==> src/logic/ivp_pkg.sv <==
// Summary of operation
// - Twenty-two sources: one NMI, twenty maskable, software
// - Simultaneous maskable requests resolve by level, high first, then by default order
// - Watchdog mode overflow raises NMI, vector 0004H
// - Interval mode watchdog overflow is maskable order 0
// - Pin edges give orders 1-7, vectors 0006H-0012H
// - Channel 0 done: order 8, vector 0014H
// - Channel 1 done: order 9, vector 0016H
// - UART receive error: order 10, vector 0018H
// - UART receive and channel 2 share 001AH
// - UART transmit done: order 12, vector 001CH
// - Watch interval: order 13, vector 001EH
// - Compare 0 match: order 14, vector 0020H
// - Compare 1 match: order 15, vector 0022H
// - Port 4 falling edge sets test flag
// - 8-bit timers orders 16,17; converter 18
// - Per pin edge: rising, falling or both
// - Request, mask, level flags; in-service and enable
package ivp_pkg;
  // ************************************************
  // Sizes and slot positions
  // ************************************************
  localparam int NSLOT = 19;
  localparam int NEXT = 7;
  localparam int NST = 3;
  localparam int SLOT_WDT = 0;
  localparam int SLOT_EXT0 = 1;
  localparam int SLOT_SIO0 = 8;
  localparam int SLOT_SIO1 = 9;
  localparam int SLOT_RXERR = 10;
  localparam int SLOT_RX = 11;
  localparam int SLOT_TX = 12;
  localparam int SLOT_WATCH = 13;
  localparam int SLOT_CC0 = 14;
  localparam int SLOT_CC1 = 15;
  localparam int SLOT_T8A = 16;
  localparam int SLOT_T8B = 17;
  localparam int SLOT_ADC = 18;
  // ************************************************
  // Register byte addresses
  // ************************************************
  localparam logic [7:0] A_REQ = 8'h00;
  localparam logic [7:0] A_MASK = 8'h04;
  localparam logic [7:0] A_LEVEL = 8'h08;
  localparam logic [7:0] A_RISE = 8'h0C;
  localparam logic [7:0] A_FALL = 8'h10;
  localparam logic [7:0] A_CTRL = 8'h14;
  localparam logic [7:0] A_STAT = 8'h18;
  localparam logic [7:0] A_IMASK = 8'h1C;
  localparam logic [7:0] A_VEC = 8'h20;
  // ************************************************
  // Reset values, vectors, status bits
  // ************************************************
  localparam logic [NSLOT-1:0] MASK_RST = 19'h7FFFF;
  localparam logic [NSLOT-1:0] LEVEL_RST = 19'h7FFFF;
  localparam logic [15:0] VEC_NMI = 16'h0004;
  localparam logic [15:0] VEC_BASE = 16'h0004;
  localparam logic [15:0] VEC_BRK = 16'h003E;
  localparam int ST_P4 = 0;
  localparam int ST_NMI = 1;
  localparam int ST_ACC = 2;
  // ************************************************
  // Types
  // ************************************************
  typedef enum logic [1:0] {K_NONE, K_NMI, K_BRK, K_MASK} ivp_kind_t;
  typedef struct packed {
    logic in_service;
    logic wdt_interval;
    logic enable;
  } ivp_ctrl_t;
  typedef struct packed {
    logic nmi;
    logic irq;
    logic [15:0] vector;
  } ivp_cpu_t;
endpackage

==> src/logic/ivp_unit.sv <==
`timescale 1ns/10ps
`default_nettype none
module ivp_unit import ivp_pkg::*; (
  // Clock and reset
  input wire logic pclk,
  input wire logic presetn,
  // APB slave
  input wire logic psel,
  input wire logic penable,
  input wire logic pwrite,
  input wire logic [7:0] paddr,
  input wire logic [31:0] pwdata,
  output logic [31:0] prdata,
  output logic pready,
  output logic pslverr,
  // Peripheral event pulses
  input wire logic watchdog_overflow_irq,
  input wire logic sio0_done_irq,
  input wire logic sio1_done_irq,
  input wire logic uart_rx_error_irq,
  input wire logic uart_rx_done_irq,
  input wire logic sio2_done_irq,
  input wire logic uart_tx_done_irq,
  input wire logic watch_interval_irq,
  input wire logic cc0_match_irq,
  input wire logic cc1_match_irq,
  input wire logic timer8_a_match_irq,
  input wire logic timer8_b_match_irq,
  input wire logic adc_done_irq,
  // Device pins
  input wire logic [NEXT-1:0] ext_irq,
  input wire logic [7:0] port4_pin,
  // CPU core
  input wire logic cpu_ack,
  input wire logic cpu_brk,
  input wire logic cpu_reti,
  output ivp_cpu_t cpu_req,
  output logic irq
);
  // ************************************************
  // Helpers
  // ************************************************
  // Lowest set index, so order 0 wins
  function automatic logic [4:0] first_set(input logic [NSLOT-1:0] v);
    logic [4:0] r;
    r = 5'h00;
    for (int i = NSLOT - 1; i >= 0; i--) begin
      if (v[i]) begin
        r = 5'(i);
      end
    end
    return r;
  endfunction

  // Vector two bytes per order above base
  function automatic logic [15:0] vec_of(input logic [4:0] idx);
    return VEC_BASE + {10'h000, idx, 1'b0};
  endfunction

  // Mapped word address
  function automatic logic reg_hit(input logic [7:0] a);
    return (a <= A_VEC) && (a[1:0] == 2'h0);
  endfunction

  // ************************************************
  // State
  // ************************************************
  logic [NSLOT-1:0] req; // Request flags
  logic [NSLOT-1:0] mask_flag; // 1 masks a slot
  logic [NSLOT-1:0] level_select_flag; // 0 is high level
  logic [NEXT-1:0] rise_en; // Rising edge select
  logic [NEXT-1:0] fall_en; // Falling edge select
  ivp_ctrl_t ctrl; // Enable, mode, in-service
  logic [NST-1:0] status; // Sticky events
  logic [NST-1:0] imask; // Interrupt output mask
  logic [15:0] last_vec; // Last accepted vector
  logic nmi_pend; // Pending watchdog NMI
  logic brk_pend; // Pending software request
  ivp_kind_t win_kind; // Kind on cpu_req
  logic [4:0] win_idx; // Slot on cpu_req
  logic [NSLOT-1:0] grp_q; // Candidate group, for checks
  logic [NEXT-1:0] ext_s1, ext_s2, ext_d; // Pin sync
  logic [7:0] p4_s1, p4_s2, p4_d; // Port 4 sync
  // Combinational terms
  logic [NEXT-1:0] ext_evt;
  logic [NSLOT-1:0] src, pend, hi, grp;
  logic [NSLOT-1:0] next_req;
  logic [NST-1:0] next_status;
  logic acc, wr, taken, take_mask, nmi_evt, p4_fall, can_mask;
  ivp_kind_t next_kind;
  logic [4:0] next_idx;
  logic [15:0] next_vec;

  // ************************************************
  // Pin synchronisers and edge detect
  // ************************************************
  // Two flops, then a third for edges
  always_ff @(posedge pclk or negedge presetn) begin
    if (!presetn) begin
      ext_s1 <= '0;
      ext_s2 <= '0;
      ext_d <= '0;
      p4_s1 <= '0;
      p4_s2 <= '0;
      p4_d <= '0;
    end else begin
      ext_s1 <= ext_irq;
      ext_s2 <= ext_s1;
      ext_d <= ext_s2;
      p4_s1 <= port4_pin;
      p4_s2 <= p4_s1;
      p4_d <= p4_s2;
    end
  end

  // Selected edges per pin
  for (genvar g = 0; g < NEXT; g++) begin : g_edge
    assign ext_evt[g] = (rise_en[g] & ext_s2[g] & ~ext_d[g]) |
                        (fall_en[g] & ~ext_s2[g] & ext_d[g]);
  end

  // Any port 4 pin falling
  assign p4_fall = |(p4_d & ~p4_s2);

  // ************************************************
  // Source to slot mapping
  // ************************************************
  assign nmi_evt = watchdog_overflow_irq & ~ctrl.wdt_interval;

  // One slot per default order
  always_comb begin
    src = '0;
    src[SLOT_WDT] = watchdog_overflow_irq & ctrl.wdt_interval;
    src[SLOT_EXT0 +: NEXT] = ext_evt;
    src[SLOT_SIO0] = sio0_done_irq;
    src[SLOT_SIO1] = sio1_done_irq;
    src[SLOT_RXERR] = uart_rx_error_irq;
    src[SLOT_RX] = uart_rx_done_irq | sio2_done_irq;
    src[SLOT_TX] = uart_tx_done_irq;
    src[SLOT_WATCH] = watch_interval_irq;
    src[SLOT_CC0] = cc0_match_irq;
    src[SLOT_CC1] = cc1_match_irq;
    src[SLOT_T8A] = timer8_a_match_irq;
    src[SLOT_T8B] = timer8_b_match_irq;
    src[SLOT_ADC] = adc_done_irq;
  end

  // ************************************************
  // APB strobes
  // ************************************************
  assign acc = psel & penable & pready;
  assign wr = acc & pwrite & reg_hit(paddr);
  assign taken = cpu_ack & cpu_req.irq;
  assign take_mask = taken & (win_kind == K_MASK);

  // ************************************************
  // Arbitration
  // ************************************************
  assign pend = req & ~mask_flag;
  assign hi = pend & ~level_select_flag;
  assign grp = (|hi) ? hi : pend;
  assign can_mask = ctrl.enable & ~ctrl.in_service & (|pend);

  // NMI, then software, then maskable
  always_comb begin
    next_kind = K_NONE;
    next_idx = first_set(grp);
    next_vec = 16'h0000;
    if (nmi_pend) begin
      next_kind = K_NMI;
      next_vec = VEC_NMI;
    end else if (brk_pend) begin
      next_kind = K_BRK;
      next_vec = VEC_BRK;
    end else if (can_mask) begin
      next_kind = K_MASK;
      next_vec = vec_of(next_idx);
    end
    // Gap cycle after acceptance
    if (taken) begin
      next_kind = K_NONE;
      next_vec = 16'h0000;
    end
  end

  // Registered request to the CPU
  always_ff @(posedge pclk or negedge presetn) begin
    if (!presetn) begin
      cpu_req <= '0;
      win_kind <= K_NONE;
      win_idx <= 5'h00;
      grp_q <= '0;
    end else begin
      cpu_req.irq <= (next_kind != K_NONE);
      cpu_req.nmi <= (next_kind == K_NMI);
      cpu_req.vector <= next_vec;
      win_kind <= next_kind;
      win_idx <= next_idx;
      grp_q <= grp;
    end
  end

  // ************************************************
  // Request flags
  // ************************************************
  // Event set beats any clear
  always_comb begin
    next_req = (wr && paddr == A_REQ) ? pwdata[NSLOT-1:0] : req;
    if (take_mask) begin
      next_req[win_idx] = 1'b0;
    end
    next_req = next_req | src;
  end

  // Flag storage
  always_ff @(posedge pclk or negedge presetn) begin
    if (!presetn) begin
      req <= '0;
    end else begin
      req <= next_req;
    end
  end

  // NMI and software pending, set wins
  always_ff @(posedge pclk or negedge presetn) begin
    if (!presetn) begin
      nmi_pend <= 1'b0;
      brk_pend <= 1'b0;
    end else begin
      nmi_pend <= nmi_evt | (nmi_pend & ~(taken & win_kind == K_NMI));
      brk_pend <= cpu_brk | (brk_pend & ~(taken & win_kind == K_BRK));
    end
  end

  // ************************************************
  // Configuration registers
  // ************************************************
  // Mask, level and edge selects
  always_ff @(posedge pclk or negedge presetn) begin
    if (!presetn) begin
      mask_flag <= MASK_RST;
      level_select_flag <= LEVEL_RST;
      rise_en <= '0;
      fall_en <= '0;
      imask <= '0;
    end else if (wr) begin
      case (paddr)
        A_MASK: mask_flag <= pwdata[NSLOT-1:0];
        A_LEVEL: level_select_flag <= pwdata[NSLOT-1:0];
        A_RISE: rise_en <= pwdata[NEXT-1:0];
        A_FALL: fall_en <= pwdata[NEXT-1:0];
        A_IMASK: imask <= pwdata[NST-1:0];
        default: ;
      endcase
    end
  end

  // Control word in one process; enable drops on maskable acceptance, but a CTRL write in the same cycle wins
  // In-service set by high level acceptance, which beats any clear
  always_ff @(posedge pclk or negedge presetn) begin
    if (!presetn) begin
      ctrl <= '0;
    end else begin
      if (wr && paddr == A_CTRL) begin
        ctrl.enable <= pwdata[0];
        ctrl.wdt_interval <= pwdata[1];
      end else if (take_mask) begin
        ctrl.enable <= 1'b0;
      end
      if (take_mask && !level_select_flag[win_idx]) begin
        ctrl.in_service <= 1'b1;
      end else if (wr && paddr == A_CTRL) begin
        ctrl.in_service <= pwdata[2];
      end else if (cpu_reti) begin
        ctrl.in_service <= 1'b0;
      end
    end
  end

  // Last accepted vector
  always_ff @(posedge pclk or negedge presetn) begin
    if (!presetn) begin
      last_vec <= 16'h0000;
    end else if (taken) begin
      last_vec <= cpu_req.vector;
    end
  end

  // ************************************************
  // Status and interrupt output
  // ************************************************
  // Write one to clear, event wins
  always_comb begin
    next_status = status;
    if (wr && paddr == A_STAT) begin
      next_status = status & ~pwdata[NST-1:0];
    end
    next_status[ST_P4] = next_status[ST_P4] | p4_fall;
    next_status[ST_NMI] = next_status[ST_NMI] | nmi_evt;
    next_status[ST_ACC] = next_status[ST_ACC] | take_mask;
  end

  // Status and level output flops
  always_ff @(posedge pclk or negedge presetn) begin
    if (!presetn) begin
      status <= '0;
      irq <= 1'b0;
    end else begin
      status <= next_status;
      irq <= |(next_status & imask);
    end
  end

  // ************************************************
  // APB read side
  // ************************************************
  // Answer one cycle after setup
  always_ff @(posedge pclk or negedge presetn) begin
    if (!presetn) begin
      pready <= 1'b0;
      pslverr <= 1'b0;
      prdata <= '0;
    end else begin
      pready <= psel & ~penable;
      pslverr <= psel & ~penable & ~reg_hit(paddr);
      case (paddr)
        A_REQ: prdata <= {13'h0000, req};
        A_MASK: prdata <= {13'h0000, mask_flag};
        A_LEVEL: prdata <= {13'h0000, level_select_flag};
        A_RISE: prdata <= {25'h0000000, rise_en};
        A_FALL: prdata <= {25'h0000000, fall_en};
        A_CTRL: prdata <= {29'h00000000, ctrl};
        A_STAT: prdata <= {29'h00000000, status};
        A_IMASK: prdata <= {29'h00000000, imask};
        A_VEC: prdata <= {16'h0000, last_vec};
        default: prdata <= '0;
      endcase
    end
  end
endmodule
`default_nettype wire

==> config.mk <==
export PLATFORM = sky130hd
export DESIGN_NAME = ivp_unit
export DESIGN_NICKNAME = d
export VERILOG_FILES = /design/src/logic/ivp_pkg.sv /design/src/logic/ivp_unit.sv
export SDC_FILE = /design/constraint.sdc
export NUM_CORES = 1
export LEC_CHECK = 0
export ABC_CLOCK_PERIOD_IN_PS = 2500
export BUFFER_PORTS_ARGS = -buffer_cell sky130_fd_sc_hd__buf_2
export CAP_MARGIN = 15
export CELL_PAD_IN_SITES_DETAIL_PLACEMENT = 1
export CELL_PAD_IN_SITES_GLOBAL_PLACEMENT = 2
export CORE_UTILIZATION = 34
export DETAILED_ROUTE_END_ITERATION = 8
export PLACE_DENSITY_LB_ADDON = 0.15
export SLEW_MARGIN = 15
export SYNTH_ARGS = -nofsm -noshare
export SYNTH_HDL_FRONTEND = slang
export SYNTH_SLANG_ARGS = --single-unit
==> constraint.sdc <==
create_clock -name pclk -period 2.5 [get_ports pclk]
set_input_delay 0.125 -clock pclk [delete_from_list [all_inputs] [get_ports pclk]]
set_output_delay 0.125 -clock pclk [all_outputs]
set_load 0.005 [all_outputs]
==> run metrics <==
status=finished with violations; failing checks=negative setup slack; H-tree levels=4; met2 Resource Use GR=37.6%; DR WL/cell=20.6 um; final hold violations=0; hold path start=pwdata[0]; worst-skew pair later-pin latency=0.44 ns; Layout Cells excl Fill=1,208; worst min-delay path category=in2reg; Syn. warnings=0; dpl hpwl=18.2 mm; Slew Viols, Final=0; DR pass1 iterations=5; Initial Util=35.1%; worst clock skew=0.0114 ns; post-route cell area=0.0106 mm2; clock sink total=170; RR Endpoint=cpu_req[4]; hold_ws=0.0230 ns; DR iter-0 viols=299; drt total wl=24.9 mm; PD cells=582 mW/mm2; Critical Path AT=3.12 ns; Max Clock Freq=0.361 GHz; ratio of cells with drive above 1 in the final layout=41.7%; crit path time final=2.77 ns; reg-to-reg setup timing slack=-0.27 ns; Leak=0.00498 uW; Cell variety after synth=73; GP Congestion=0.837; commonest non-fill, non-tap cell in the layout=dfrtp_1; DR DRC count=0; routing usage on met3=4.68%; Worst-path clk slew=0.07 ns; met1 usage=29.7%; Worst Hold End=ctrl[0]; Max Cap Viol=0; critical path endpoint category=register; Top FF cell, synth=dfrtp_1; CTS buffer count=17; die area=0.0234 mm2; largest net degree at the start of global routing=55; Port Buffers=92; GRT Max-Usage Layer=met2; Die W=153 um; critical-path maximum fanout=5; mapped cell area=0.00775 mm2; core area=0.0221 mm2; RSZ-0062 raised after global routing=true; Clock Path Buffers=2; Placed Cells=1,119; Reg2Reg Launch Point=mask_flag[12]; Total Routing Usage GR=22.5%; Placed Area=0.00928 mm2; fin worst setup slack=-0.267 ns; r2r worst-path depth=8; Seq/Total Area, Yosys=55.5%; Final Setup Violations=6; required time of the worst setup path=2.85 ns; Worst Tran Pin Value=0.577 ns; commonest cells after routing, fill and taps aside=dfrtp_1 (132), buf_4 (111), buf_2 (91); Total Power=6160 uW; area grow syn2layout=36.5%; synthesized instance count=661; asr flop ratio synth=100%; number of fillers in the final layout=2,368; Final ANT Viol Nets=0; DR vias=6,291; Die Height=153 um; Layout Utilization=47.9%; number of I/O pins=129; initial antenna violation count=1; slew margin rel.=61.5%; num rows=54; Congestion Overflow GR=0; syn_area_per_cell=11.7 um2; first-pass GRT wire length=39.6 mm; crit start category=register; EDFF count, synth=0; Synth Register Bits=170; final period utilization=111%; vias per inst=5.21; CTS tree=built; ANT cells=0; Hold Crit Depth=3; vias in the first global route=6,829; final-stage net count=991; Root Driver=clkbuf_16; Crit Path Category=reg2reg; Max IR drop VDD=458 uV
Yosys cell counts (all sizes together) (13+ instances only):
cell type / number / area share [%]
dfrtp: 132 / 43
mux2: 54 / 7.8
nand2: 53 / 2.6
dfstp: 38 / 13
nor2: 35 / 1.7
buf: 32 / 2.9
inv: 31 / 1.5
nand2b: 26 / 2.5
a22oi: 16 / 1.5
a222oi: 15 / 1.9
nand3: 15 / 0.97
nor3: 15 / 1.0
o21ai: 15 / 0.97
a21oi: 14 / 0.90
clkbuf: 14 / 0.81
o221ai: 14 / 1.6
mux2i: 13 / 1.7
routing by layer:
layer / part of all wire (%) / vias up
met5: 0.036 / -
met4: 1.2 / 2
met3: 3.6 / 25
met2: 49 / 141
met1: 46 / 3239
li1: - / 2884
repair_timing:
action,4_1_cts,5_1_grt
hold buffers,49,0
setup buffers,3,6
setup endpoints to repair,6,8
pin swaps,4,5
resized for setup,14,13
hold endpoints to repair,101,0
power breakdown:
group          leakage [uW]  internal (uW)  switching [uW]
sequential          0.00198           2870             129
clock              0.000295           1460            1260
combinational       0.00270            202             233
total               0.00498           4540            1620
state kept, by name (all words and copies together), names as in the netlist, 7 cells and up:
register,flops
ext_d,7
rise_en,7
ext_s1,7
fall_en,7
mask_flag,19
level_select_flag,19
prdata,19
req,19
p4_d,8
cpu_req,8
p4_s2,8
ext_s2,7
p4_s1,8
metrics by stage:
| stage | setup TNS [ns] | setup WS [ns] |
|---|---|---|
| floorplan | -0.0435 | -0.0435 |
| finish | -0.923 | -0.267 |
| CTS | -0.961 | -0.259 |
| global placement | -1.02 | -0.262 |
| global route | -1.59 | -0.345 |
| detailed placement | -1.21 | -0.310 |
cell type report:
type	count	area (um2)	share of cell area (%)
Timing Repair Buffer	259	1920	18.2
Multi-Input combinational cell	436	3280	31.0
Tap cell	280	350	3.31
Sequential cell	170	4300	40.6
Inverter	31	116	1.10
Clock inverter	14	179	1.69
Clock buffer	18	439	4.15
cells by family after synthesis:
logic type      count (synthesis)  share of synthesized area, %
compound gates                145                          14.5
flops                         170                          55.5
mux                            71                          10.7
simple gates                  196                          13.9
other cells                     1                        0.0484
buf+inv                        78                          5.33
how the worst max path moves through the flow:
stage | start | end | slack [ns] | cells after the start
2_1_floorplan | mask_flag[10] | cpu_req[4] | -0.04 | 8
3_3_place_gp | mask_flag[13] | cpu_req[4] | -0.26 | 8
3_5_place_dp | mask_flag[13] | cpu_req[4] | -0.31 | 8
4_1_cts | mask_flag[12] | cpu_req[3] | -0.26 | 9
5_1_grt | mask_flag[12] | cpu_req[3] | -0.34 | 9
6_report | mask_flag[12] | cpu_req[4] | -0.27 | 8
worst max-delay path: stages (launching register included):
cell and delay, ns:
dfstp_2 0.55, nand2b_4 0.12, o22a_1 0.17, or4b_4 0.51
o31a_1 0.35, a2111oi_4 0.45, nand2_2 0.13, o211a_1 0.25
nor3_2 0.16
(Power assumes the default switching activity.)
